### src/sce_pkg.sv
// Shared constants and carriers for the system-control event and gating block.
// Assumes a 32-bit APB register bus and one clock domain.
package sce_pkg;
    // ----------------------------------------
    // Register byte offsets
    // ----------------------------------------
    localparam logic [11:0] RAW_OFS     = 12'h000;
    localparam logic [11:0] ENABLE_OFS  = 12'h004;
    localparam logic [11:0] MASKED_OFS  = 12'h008;
    localparam logic [11:0] CLEAR_OFS   = 12'h00c;
    localparam logic [11:0] ENSET_OFS   = 12'h010;
    localparam logic [11:0] ENCLR_OFS   = 12'h014;
    localparam logic [11:0] PORTBUS_OFS = 12'h018;
    localparam logic [11:0] REG_OFS     = 12'h01c;
    localparam logic [11:0] GATE_OFS    = 12'h020;
    localparam logic [11:0] SLEEP_OFS   = 12'h024;
    localparam logic [11:0] DEEP_OFS    = 12'h028;
    localparam logic [11:0] FLASH_OFS   = 12'h02c;

    // ----------------------------------------
    // Event bit positions
    // ----------------------------------------
    localparam int EV_COUNT              = 7;
    localparam int SYNTH_LOCKED_EVENT    = 0;
    localparam int CURRENT_LIMIT_EVENT   = 1;
    localparam int INTERNAL_OSC_FAIL_EVENT = 2;
    localparam int MAIN_OSC_FAIL_EVENT   = 3;
    localparam int POWER_ON_EVENT        = 4;
    localparam int BROWNOUT_EVENT        = 5;
    localparam int SYNTH_FAIL_EVENT      = 6;

    // ----------------------------------------
    // Regulator codes: 2.25 V + 50 mV per step
    // ----------------------------------------
    localparam logic [3:0] REGULATOR_MIN_SETTING = 4'h0;
    localparam logic [3:0] REGULATOR_DEFAULT     = 4'h5;
    localparam logic [3:0] REGULATOR_MAX_SETTING = 4'ha;

    localparam logic [6:0] ENABLE_RESET = 7'h00;
    localparam logic       GATE_RESET   = 1'b0;

    // ----------------------------------------
    // Power mode and carrier
    // ----------------------------------------
    typedef enum logic [2:0] {
        SCE_RUN   = 3'b001,
        SCE_SLEEP = 3'b010,
        SCE_DEEP  = 3'b100
    } sce_mode_e;

    typedef struct packed {
        logic [11:0] addr;
        logic        write;
        logic [31:0] wdata;
    } sce_req_s;
endpackage : sce_pkg

### src/sce_top.sv
// System-control event sources, interrupt, port bus select, regulator and clock gating.
// Assumes APB master on ref_clk; event inputs are synchronous one-cycle or level pulses.
//
// Design decisions made here: register access over APB and the placing of the registers.
`timescale 1ns/100ps
module sce_top #(
    parameter int          PORTS      = 8,
    parameter int          PERIPHS    = 32,
    parameter logic [31:0] FLASH_BYTES = 32'h0004_0000
) (
    input  wire  logic                ref_clk,
    input  wire  logic                reset_n,
    input  wire  logic                psel,
    input  wire  logic                penable,
    input  wire  logic                pwrite,
    input  wire  logic [11:0]         paddr,
    input  wire  logic [31:0]         pwdata,
    output logic                      pready,
    output logic [31:0]               prdata,
    output logic                      pslverr,
    input  wire  logic [6:0]          event_in,
    input  wire  logic [1:0]          power_mode,
    input  wire  logic [PERIPHS-1:0]  run_clock_en,
    output logic                      sys_irq,
    output logic [PORTS-1:0]          port_fast_bus,
    output logic [3:0]                regulator_setting,
    output logic [PERIPHS-1:0]        periph_clock_en
);
    // ----------------------------------------
    // Bus decode
    // ----------------------------------------
    sce_pkg::sce_req_s req;
    sce_pkg::sce_mode_e mode;
    logic [6:0]         raw;
    logic [6:0]         enable;
    logic               gate_on;
    logic [PERIPHS-1:0] sleep_mask;
    logic [PERIPHS-1:0] deep_mask;
    logic [31:0]        next_rdata;
    logic               next_err;

    assign req = '{addr: paddr, write: pwrite, wdata: pwdata};
    wire access = psel && penable && !pready;
    wire wr     = access && req.write;

    function automatic logic hit(input logic [11:0] ofs);
        hit = wr && (req.addr == ofs);
    endfunction : hit

    wire        wr_clear   = hit(sce_pkg::CLEAR_OFS);
    wire        wr_enable  = hit(sce_pkg::ENABLE_OFS);
    wire        wr_enset   = hit(sce_pkg::ENSET_OFS);
    wire        wr_enclr   = hit(sce_pkg::ENCLR_OFS);
    wire        wr_port    = hit(sce_pkg::PORTBUS_OFS);
    wire        wr_reg     = hit(sce_pkg::REG_OFS);
    wire        wr_gate    = hit(sce_pkg::GATE_OFS);
    wire        wr_sleep   = hit(sce_pkg::SLEEP_OFS);
    wire        wr_deep    = hit(sce_pkg::DEEP_OFS);
    wire [6:0]  wmask      = req.wdata[6:0];
    wire [3:0]  reg_code   = req.wdata[3:0];
    wire        reg_ok     = reg_code <= sce_pkg::REGULATOR_MAX_SETTING;
    wire [6:0]  masked     = raw & enable;
    wire [6:0]  next_raw   = (raw & ~(wr_clear ? wmask : 7'h00)) | event_in;

    wire [6:0]  next_enable = wr_enable ? wmask :
                              wr_enset  ? (enable | wmask) :
                              wr_enclr  ? (enable & ~wmask) : enable;

    assign mode = (power_mode == 2'h2) ? sce_pkg::SCE_DEEP :
                  (power_mode == 2'h1) ? sce_pkg::SCE_SLEEP : sce_pkg::SCE_RUN;

    logic [PERIPHS-1:0] next_clk;
    always_comb
    begin
        case (mode)
            sce_pkg::SCE_SLEEP: next_clk = gate_on ? (run_clock_en & sleep_mask) : run_clock_en;
            sce_pkg::SCE_DEEP:  next_clk = gate_on ? (run_clock_en & deep_mask) : run_clock_en;
            default:            next_clk = run_clock_en;
        endcase
    end

    always_comb
    begin
        next_err   = 1'b0;
        next_rdata = 32'h0000_0000;
        case (req.addr)
            sce_pkg::RAW_OFS:     next_rdata = {25'h0, raw};
            sce_pkg::ENABLE_OFS:  next_rdata = {25'h0, enable};
            sce_pkg::MASKED_OFS:  next_rdata = {25'h0, masked};
            sce_pkg::CLEAR_OFS:   next_rdata = 32'h0000_0000;
            sce_pkg::ENSET_OFS:   next_rdata = {25'h0, enable};
            sce_pkg::ENCLR_OFS:   next_rdata = {25'h0, enable};
            sce_pkg::PORTBUS_OFS: next_rdata = 32'(port_fast_bus);
            sce_pkg::REG_OFS:     next_rdata = {28'h0, regulator_setting};
            sce_pkg::GATE_OFS:    next_rdata = {31'h0, gate_on};
            sce_pkg::SLEEP_OFS:   next_rdata = 32'(sleep_mask);
            sce_pkg::DEEP_OFS:    next_rdata = 32'(deep_mask);
            sce_pkg::FLASH_OFS:   next_rdata = FLASH_BYTES;
            default:              next_err   = 1'b1;
        endcase
        if (req.addr == sce_pkg::FLASH_OFS && req.write)
            next_err = 1'b1;
    end

    // ----------------------------------------
    // Registers
    // ----------------------------------------
    always_ff @(posedge ref_clk or negedge reset_n)
    begin
        if (!reset_n)
        begin
            pready  <= 1'b0;
            prdata  <= 32'h0000_0000;
            pslverr <= 1'b0;
        end
        else
        begin
            pready  <= access;
            prdata  <= (access && !req.write) ? next_rdata : 32'h0000_0000;
            pslverr <= access && next_err;
        end
    end

    always_ff @(posedge ref_clk or negedge reset_n)
    begin
        if (!reset_n)
        begin
            raw    <= 7'h00;
            enable <= sce_pkg::ENABLE_RESET;
            sys_irq <= 1'b0;
        end
        else
        begin
            raw     <= next_raw;
            enable  <= next_enable;
            sys_irq <= |(next_raw & next_enable);
        end
    end

    always_ff @(posedge ref_clk or negedge reset_n)
    begin
        if (!reset_n)
        begin
            port_fast_bus     <= '0;
            regulator_setting <= sce_pkg::REGULATOR_DEFAULT;
        end
        else
        begin
            if (wr_port)
                port_fast_bus <= req.wdata[PORTS-1:0];
            if (wr_reg && reg_ok)
                regulator_setting <= reg_code;
        end
    end

    always_ff @(posedge ref_clk or negedge reset_n)
    begin
        if (!reset_n)
        begin
            gate_on         <= sce_pkg::GATE_RESET;
            sleep_mask      <= '0;
            deep_mask       <= '0;
            periph_clock_en <= '0;
        end
        else
        begin
            if (wr_gate)
                gate_on <= req.wdata[0];
            if (wr_sleep)
                sleep_mask <= req.wdata[PERIPHS-1:0];
            if (wr_deep)
                deep_mask <= req.wdata[PERIPHS-1:0];
            periph_clock_en <= next_clk;
        end
    end
endmodule : sce_top

### config.mk
export PLATFORM = sky130hd
export DESIGN_NAME = sce_top
export DESIGN_NICKNAME = d
export VERILOG_FILES = /design/src/sce_pkg.sv /design/src/sce_top.sv
export SDC_FILE = /design/constraint.sdc
export NUM_CORES = 1
export LEC_CHECK = 0
export ABC_AREA = 1
export BUFFER_PORTS_ARGS = -buffer_cell sky130_fd_sc_hd__buf_4
export CORE_UTILIZATION = 56
export CTS_BUF_LIST = sky130_fd_sc_hd__clkbuf_8
export DETAILED_ROUTE_END_ITERATION = 10
export GPL_TIMING_DRIVEN = 0
export HOLD_SLACK_MARGIN = 0.06
export PLACE_DENSITY = 0.8
export SETUP_SLACK_MARGIN = 0.05
export SLEW_MARGIN = 25
export SYNTH_ARGS = -nofsm -noshare
export SYNTH_HDL_FRONTEND = slang
export SYNTH_SLANG_ARGS = --single-unit
### constraint.sdc
create_clock -name ref_clk -period 2.1 [get_ports ref_clk]
set_input_delay 0.21 -clock ref_clk [delete_from_list [all_inputs] [get_ports ref_clk]]
set_output_delay 0.21 -clock ref_clk [all_outputs]
set_load 0.01 [all_outputs]
## Word-level counts from Yosys, hierarchy flattened

Index checks and enable logic that the tools add are counted.

| word-level totals | value |
|---|---|
| bits in registers | 158 |
| input bits | 90 |
| output and inout port bits | 79 |
| word-level logic and storage cells | 73 |

| operators by class | value |
|---|---|
| order comparisons | 1 |
| equal/unequal tests | 15 |
| mux-type cells | 13 |
| bitwise gates (word level) | 10 |
| reduce and logical (&&, ||, !) cells | 22 |

Operators by type and width:

| operator | number |
|---|---|
| $pmux 32 s9 | 1 |
| $mux 32 | 3 |
| $and 32x32->32 | 2 |
| $pmux 32 s2 | 1 |
| $eq 12x5->1 const B | 4 |
| $eq 12x6->1 const B | 4 |
| $and 7x7->7 | 4 |
| $mux 7 | 4 |
| $eq 12x4->1 const B | 2 |
| $logic_and 1x1->1 | 16 |
| $not 7->7 | 2 |
| $or 7x7->7 | 2 |
| $eq 12x3->1 const B | 1 |
| $logic_not 12->1 | 1 |
| $reduce_or 12->1 | 1 |
| $reduce_or 7->1 | 1 |
| $le 4x4->1 const B | 1 |
| $eq 3x2->1 const B | 1 |
| $eq 3x3->1 const B | 1 |
| $mux 3 | 1 |
| $reduce_or 3->1 | 1 |
| $eq 2x1->1 const B | 1 |
| $eq 2x2->1 const B | 1 |
| $logic_not 1->1 | 2 |
| 2 further kinds | 3 |

## Logic depth before layout (Yosys ltp)

| depth | value |
|---|---|
| depth after elaboration | 10 |
| depth in mapped cells | 12 |
| depth with buffers taken out | 12 |

## Worst setup path before layout

Ideal clock, no wire load.

| timing | value |
|---|---|
| kind | flip-flop to flip-flop |
| start | register pready |
| end | register sys_irq |
| setup time | 119 ps |
| arrival | 1435 ps |
| data required time | 1981 ps |
| path slack | 546 ps |
| stages on the path, launching flop included | 12 |
| buffers on the path | 1 |
| clock period less this slack | 1554 ps |
| path through | dfrtp_1 -> inv_1 -> nand3_1 -> nor2_1 -> buf_2 -> nand3_2 -> nand3_1 -> nand2_1 -> nand2_1 -> nand2_1 -> nor2_1 -> nand2_1 |

| on the way | value |
|---|---|
| elaborated cells between the ends (all ways) | 16 |
| classes of those cells | 4 x mux; 4 x bitwise; 8 x reduce/logical |

RTL lines:

| item | line | RTL |
|---|---|---|
| from (decl) | sce_top.sv:18 | `output logic pready,` |
| from (signal assigned) | sce_top.sv:118 | `pready <= access;` |
| $logic_not 1->1 * | sce_top.sv:43 | `wire access = psel && penable && !pready;` |
| $logic_and 1x1->1 * | sce_top.sv:43 |  |
| $logic_and 1x1->1 * | sce_top.sv:44 | `wire wr = access && req.write;` |
| $logic_and 1x1->1 | sce_top.sv:47 | `hit = wr && (req.addr == ofs);` |
| $mux 7 | sce_top.sv:67 | `wr_enclr ? (enable & ~wmask) : enable;` |
| $mux 7 | sce_top.sv:66 | `wr_enset ? (enable \| wmask) :` |
| $mux 7 * | sce_top.sv:65 | `wire [6:0] next_enable = wr_enable ? wmask :` |
| via next_enable[1] | sce_top.sv:65 |  |
| $and 7x7->7 * | sce_top.sv:136 | `sys_irq <= \|(next_raw & next_enable);` |
| $reduce_or 7->1 * | sce_top.sv:136 |  |
| to (signal assigned) | sce_top.sv:136 |  |
| to (decl) | sce_top.sv:24 | `output logic sys_irq,` |

Mark *: on every way through the listed nets, which the timed path passes. The rest lies on a longest branch.
A chain may end at the register's enable or synchronous reset.

## Worst setup path after layout

| timing | value |
|---|---|
| start | register gate_on |
| end | register periph_clock_en[24] |

| on the way | value |
|---|---|
| cells in the longest elaborated chain, start to end | 2 |
| elaborated cells between the ends (all ways) | 3 |
| classes of those cells | 3 x mux |

Ends and longest elaborated chain:

| item | line | RTL |
|---|---|---|
| from (decl) | sce_top.sv:36 | `logic gate_on;` |
| from (signal assigned) | sce_top.sv:160 | `gate_on <= sce_pkg::GATE_RESET;` |
| from (signal assigned) | sce_top.sv:168 | `gate_on <= req.wdata[0];` |
| $mux 32, on equally long branches | sce_top.sv:77, sce_top.sv:76 |  |
| $pmux 32 s2 * | sce_top.sv:75 | `case (mode)` |
| via next_clk[24] | sce_top.sv:72 | `logic [PERIPHS-1:0] next_clk;` |
| to (signal assigned) | sce_top.sv:173 | `periph_clock_en <= next_clk;` |
| to (decl) | sce_top.sv:27 | `output logic [PERIPHS-1:0] periph_clock_en` |

Marks and branches as above.

==> results_dict.tcl <==
set metrics [dict create \
    required_ns 2.45 \
    drive_above_1_share_pct 21.4 \
    outcome "finished clean" \
    reg2reg_depth 5 \
    design.die.area_um2 13300 \
    ir_worst_vdd_mv 0.461 \
    cts_buffer_depth 2 \
    wl_met2_um 10400 \
    synth_top_cell_by_area "dfrtp_1" \
    grt_pass1_wl_um 32900 \
    p_total_uw 6110 \
    timing.final.ws_setup_ns 0.149 \
    ys_async_sr_fraction_pct 100 \
    ant_nets 0 \
    postSynthAreaPerCell_um2 8.48 \
    tightest_slew_ns 0.604 \
    die_height_um 115 \
    netlist_area_um2 7200 \
    yosysTopAreaCellShare_pct 54.2 \
    cts_tree "built" \
    p_seq_share_pct 50.9 \
    numCtsBuffers 17 \
    worst_ep_arrival_time_ns 2.30 \
    relSlewSlack_pct 59.7 \
    synth_top_family_by_area "compound AO/OA/AOI/OAI gates" \
    p_comb_share_pct 10.0 \
    syn_inst 849 \
    clk_latency_ns 0.47 \
    synth-seq-cells 158 \
    hp-start "psel" \
    ff2ff_setup_slack_ns 0.15 \
    core_um2 12600 \
    hold_viol 0 \
    synth_compound_area_share_pct 16.9 \
    grt_max_degree 95 \
    syn_nets 941 \
    slew_violations 0 \
    dpl.hpwl_um 14100 \
    endpoint "periph_clock_en[24]" \
    vias 6946 \
    period_share_pct 92.9 \
    setup_viol_count_final 0 \
    fmax_mhz 513 \
    intPower_uw 4730 \
    crit_path_end_kind "register" \
    post-place-ws_ns 0.142 \
    post_cts_buffers 0 \
    maxCapViolations 0 \
    synth-simple-area-share_pct 15.7 \
    portBuffers 168 \
    num_io_pins 169 \
    p_per_area_nw_per_um2 618 \
    root_buffer "clkbuf_8" \
    grt_pass1_vias 6844 \
    p_leak_uw 0.00485 \
    pwr-share-clk_pct 39.1 \
    via_per_inst 5.37 \
    synth.top_cells.by_area "dfrtp_1 (54%), inv_1 (8.6%), nand2_1 (7.4%)" \
    p_switching_uw 1370 \
    clk_pin_slew_ns 0.08 \
    synth_mux_area_share_pct 0.139 \
    synth_flop_cell "dfrtp_1" \
    top_layer "met4" \
    cp_max_fo 10 \
    synth.most_common_cell "inv_1" \
    grt-ovfl-total 0 \
    n_antenna_cell 0 \
    antenna_found_initial 0 \
    fin_setup_tns_ns 0 \
    path_class "register to register" \
    htree_levels 4 \
    synth-xor-area-share_pct 0 \
    drt-initial-drc-count 571 \
    first_pass_iters 6 \
    cp-startpoint "gate_on" \
    startpoint_type "register" \
    synth_common_cells "inv_1 (165), dfrtp_1 (156), nand2_1 (142)" \
    placed_area_um2 8710 \
    syn_to_final_growth_pct 37.2 \
    cts_sinks 158 \
    grt_usage_pct 33.3 \
    synth.yosys.seq_area_share_pct 55.0 \
    skew_ns 0.00586 \
    fin_crit_ns 1.95 \
    synth-adder-area-share_pct 0.348 \
    routabilityCongestion 0.938 \
    fin_nets 1201 \
    r2r_end "periph_clock_en[24]" \
    postLayoutCellArea_um2 9880 \
    dieWidth_um 115 \
    synth_edf_count 0 \
    rsz0062_at_grt "no" \
    worst_hold_path_type "input pin to register" \
    start_util_pct 57.3 \
    rr_startpoint "gate_on" \
    post_drt_wl_per_cell_um 16.5 \
    ys_types 31 \
    yosys_warnings 0 \
    drc 0 \
    rows 41 \
    met3_length_um 1800 \
    routedLengthMet1_um 8470 \
    drt-total-wl_um 21300 \
    switching_share_pct 22.5 \
    whs_ns 0.120 \
]
## worst min-delay path by stage
stage / to / slack (ns) / cells past startpoint
CTS: pready / 0.09 / 3
global route: pready / 0.12 / 3
floorplan: deep_mask[0] / -0.09 / 0
detailed placement: prdata[15] / 0.18 / 1
finish: pready / 0.12 / 3
global placement: periph_clock_en[18] / 0.41 / 3
## layout make-up
cell class              instances  area [um^2]
plain buffers                  42          223
clock buffers                  26          358
clock inverters                 6         78.8
fillers                       845         2690
inverters                     171          642
multi-input cells             478         2390
flip-flops and latches        158         3960
well taps                     172          215
repair buffers                241         2020
## registers in the layout (all words and copies together), names as in the netlist
name	count
deep_mask	32
enable	7
gate_on	1
periph_clock_en	32
port_fast_bus	8
prdata	32
pready	1
pslverr	1
raw	7
regulator_setting	4
sleep_mask	32
sys_irq	1
## timing repair
item / CTS / global route
endpoints found under the hold margin: 158 / 0
gates resized for setup: 0 / 5
hold buffers: 72 / 0
endpoints found under the setup margin: 0 / 53
## cells by family (layout without fill, tap and decap cells)
family,count (synthesis),after routing
AND/OR/NAND/NOR,256,256
AO/OA/AOI/OAI,219,219
flip-flops,158,158
adder cells (fa/ha/maj),2,2
multiplexers,1,1
buffers and inverters,213,486
## worst max-delay path: stages (launching register included)
cell and delay, ns:
dfrtp_1 0.39, clkbuf_1 0.43, buf_1 0.47, a21oi_1 0.17, o31ai_1 0.29, inv_1 0.07
## metal layers
metal,track usage (%),vias up
met5,0,-
met4,14.9,0
met3,9.23,52
met2,55.2,331
met1,40.6,3330
li1,-,3233
## per-stage QoR
stage / std cells / utilization (%)
2_1_floorplan: 849 / -
3_3_place_gp: 1189 / 69.0
3_5_place_dp: 1190 / 69.3
4_1_cts: 1294 / 78.5
5_1_grt: 1294 / 78.6
6_report: 1294 / 78.6
## placed cells by master, fill, tap and decap left out, types with 4 or more instances in the layout
cell type        n
o22ai_1         32
o31ai_1         29
dfrtp_1        156
inv_1          168
clkbuf_1        20
dlygate4sd3_1   72
o21ai_1         10
nand2_2          5
nand2_1        142
a21oi_1         62
clkbuf_8        26
nand4_1         10
buf_1            4
nor2_1          55
nand3_1         28
buf_6            6
buf_4          168
inv_2            5
o21ai_0         83
buf_2            8
## power by group through the flow
stage / logic, uW / clock network [uW] / registers [uW]
after floorplan: 132 / 0 / 3190
after global placement: 479 / 0 / 3170
after detailed placement: 493 / 0 / 3170
after CTS: 603 / 2400 / 3110
after global routing: 659 / 2550 / 3110
final: 612 / 2390 / 3110
No activity file was read; power rests on OpenSTA's default activity.
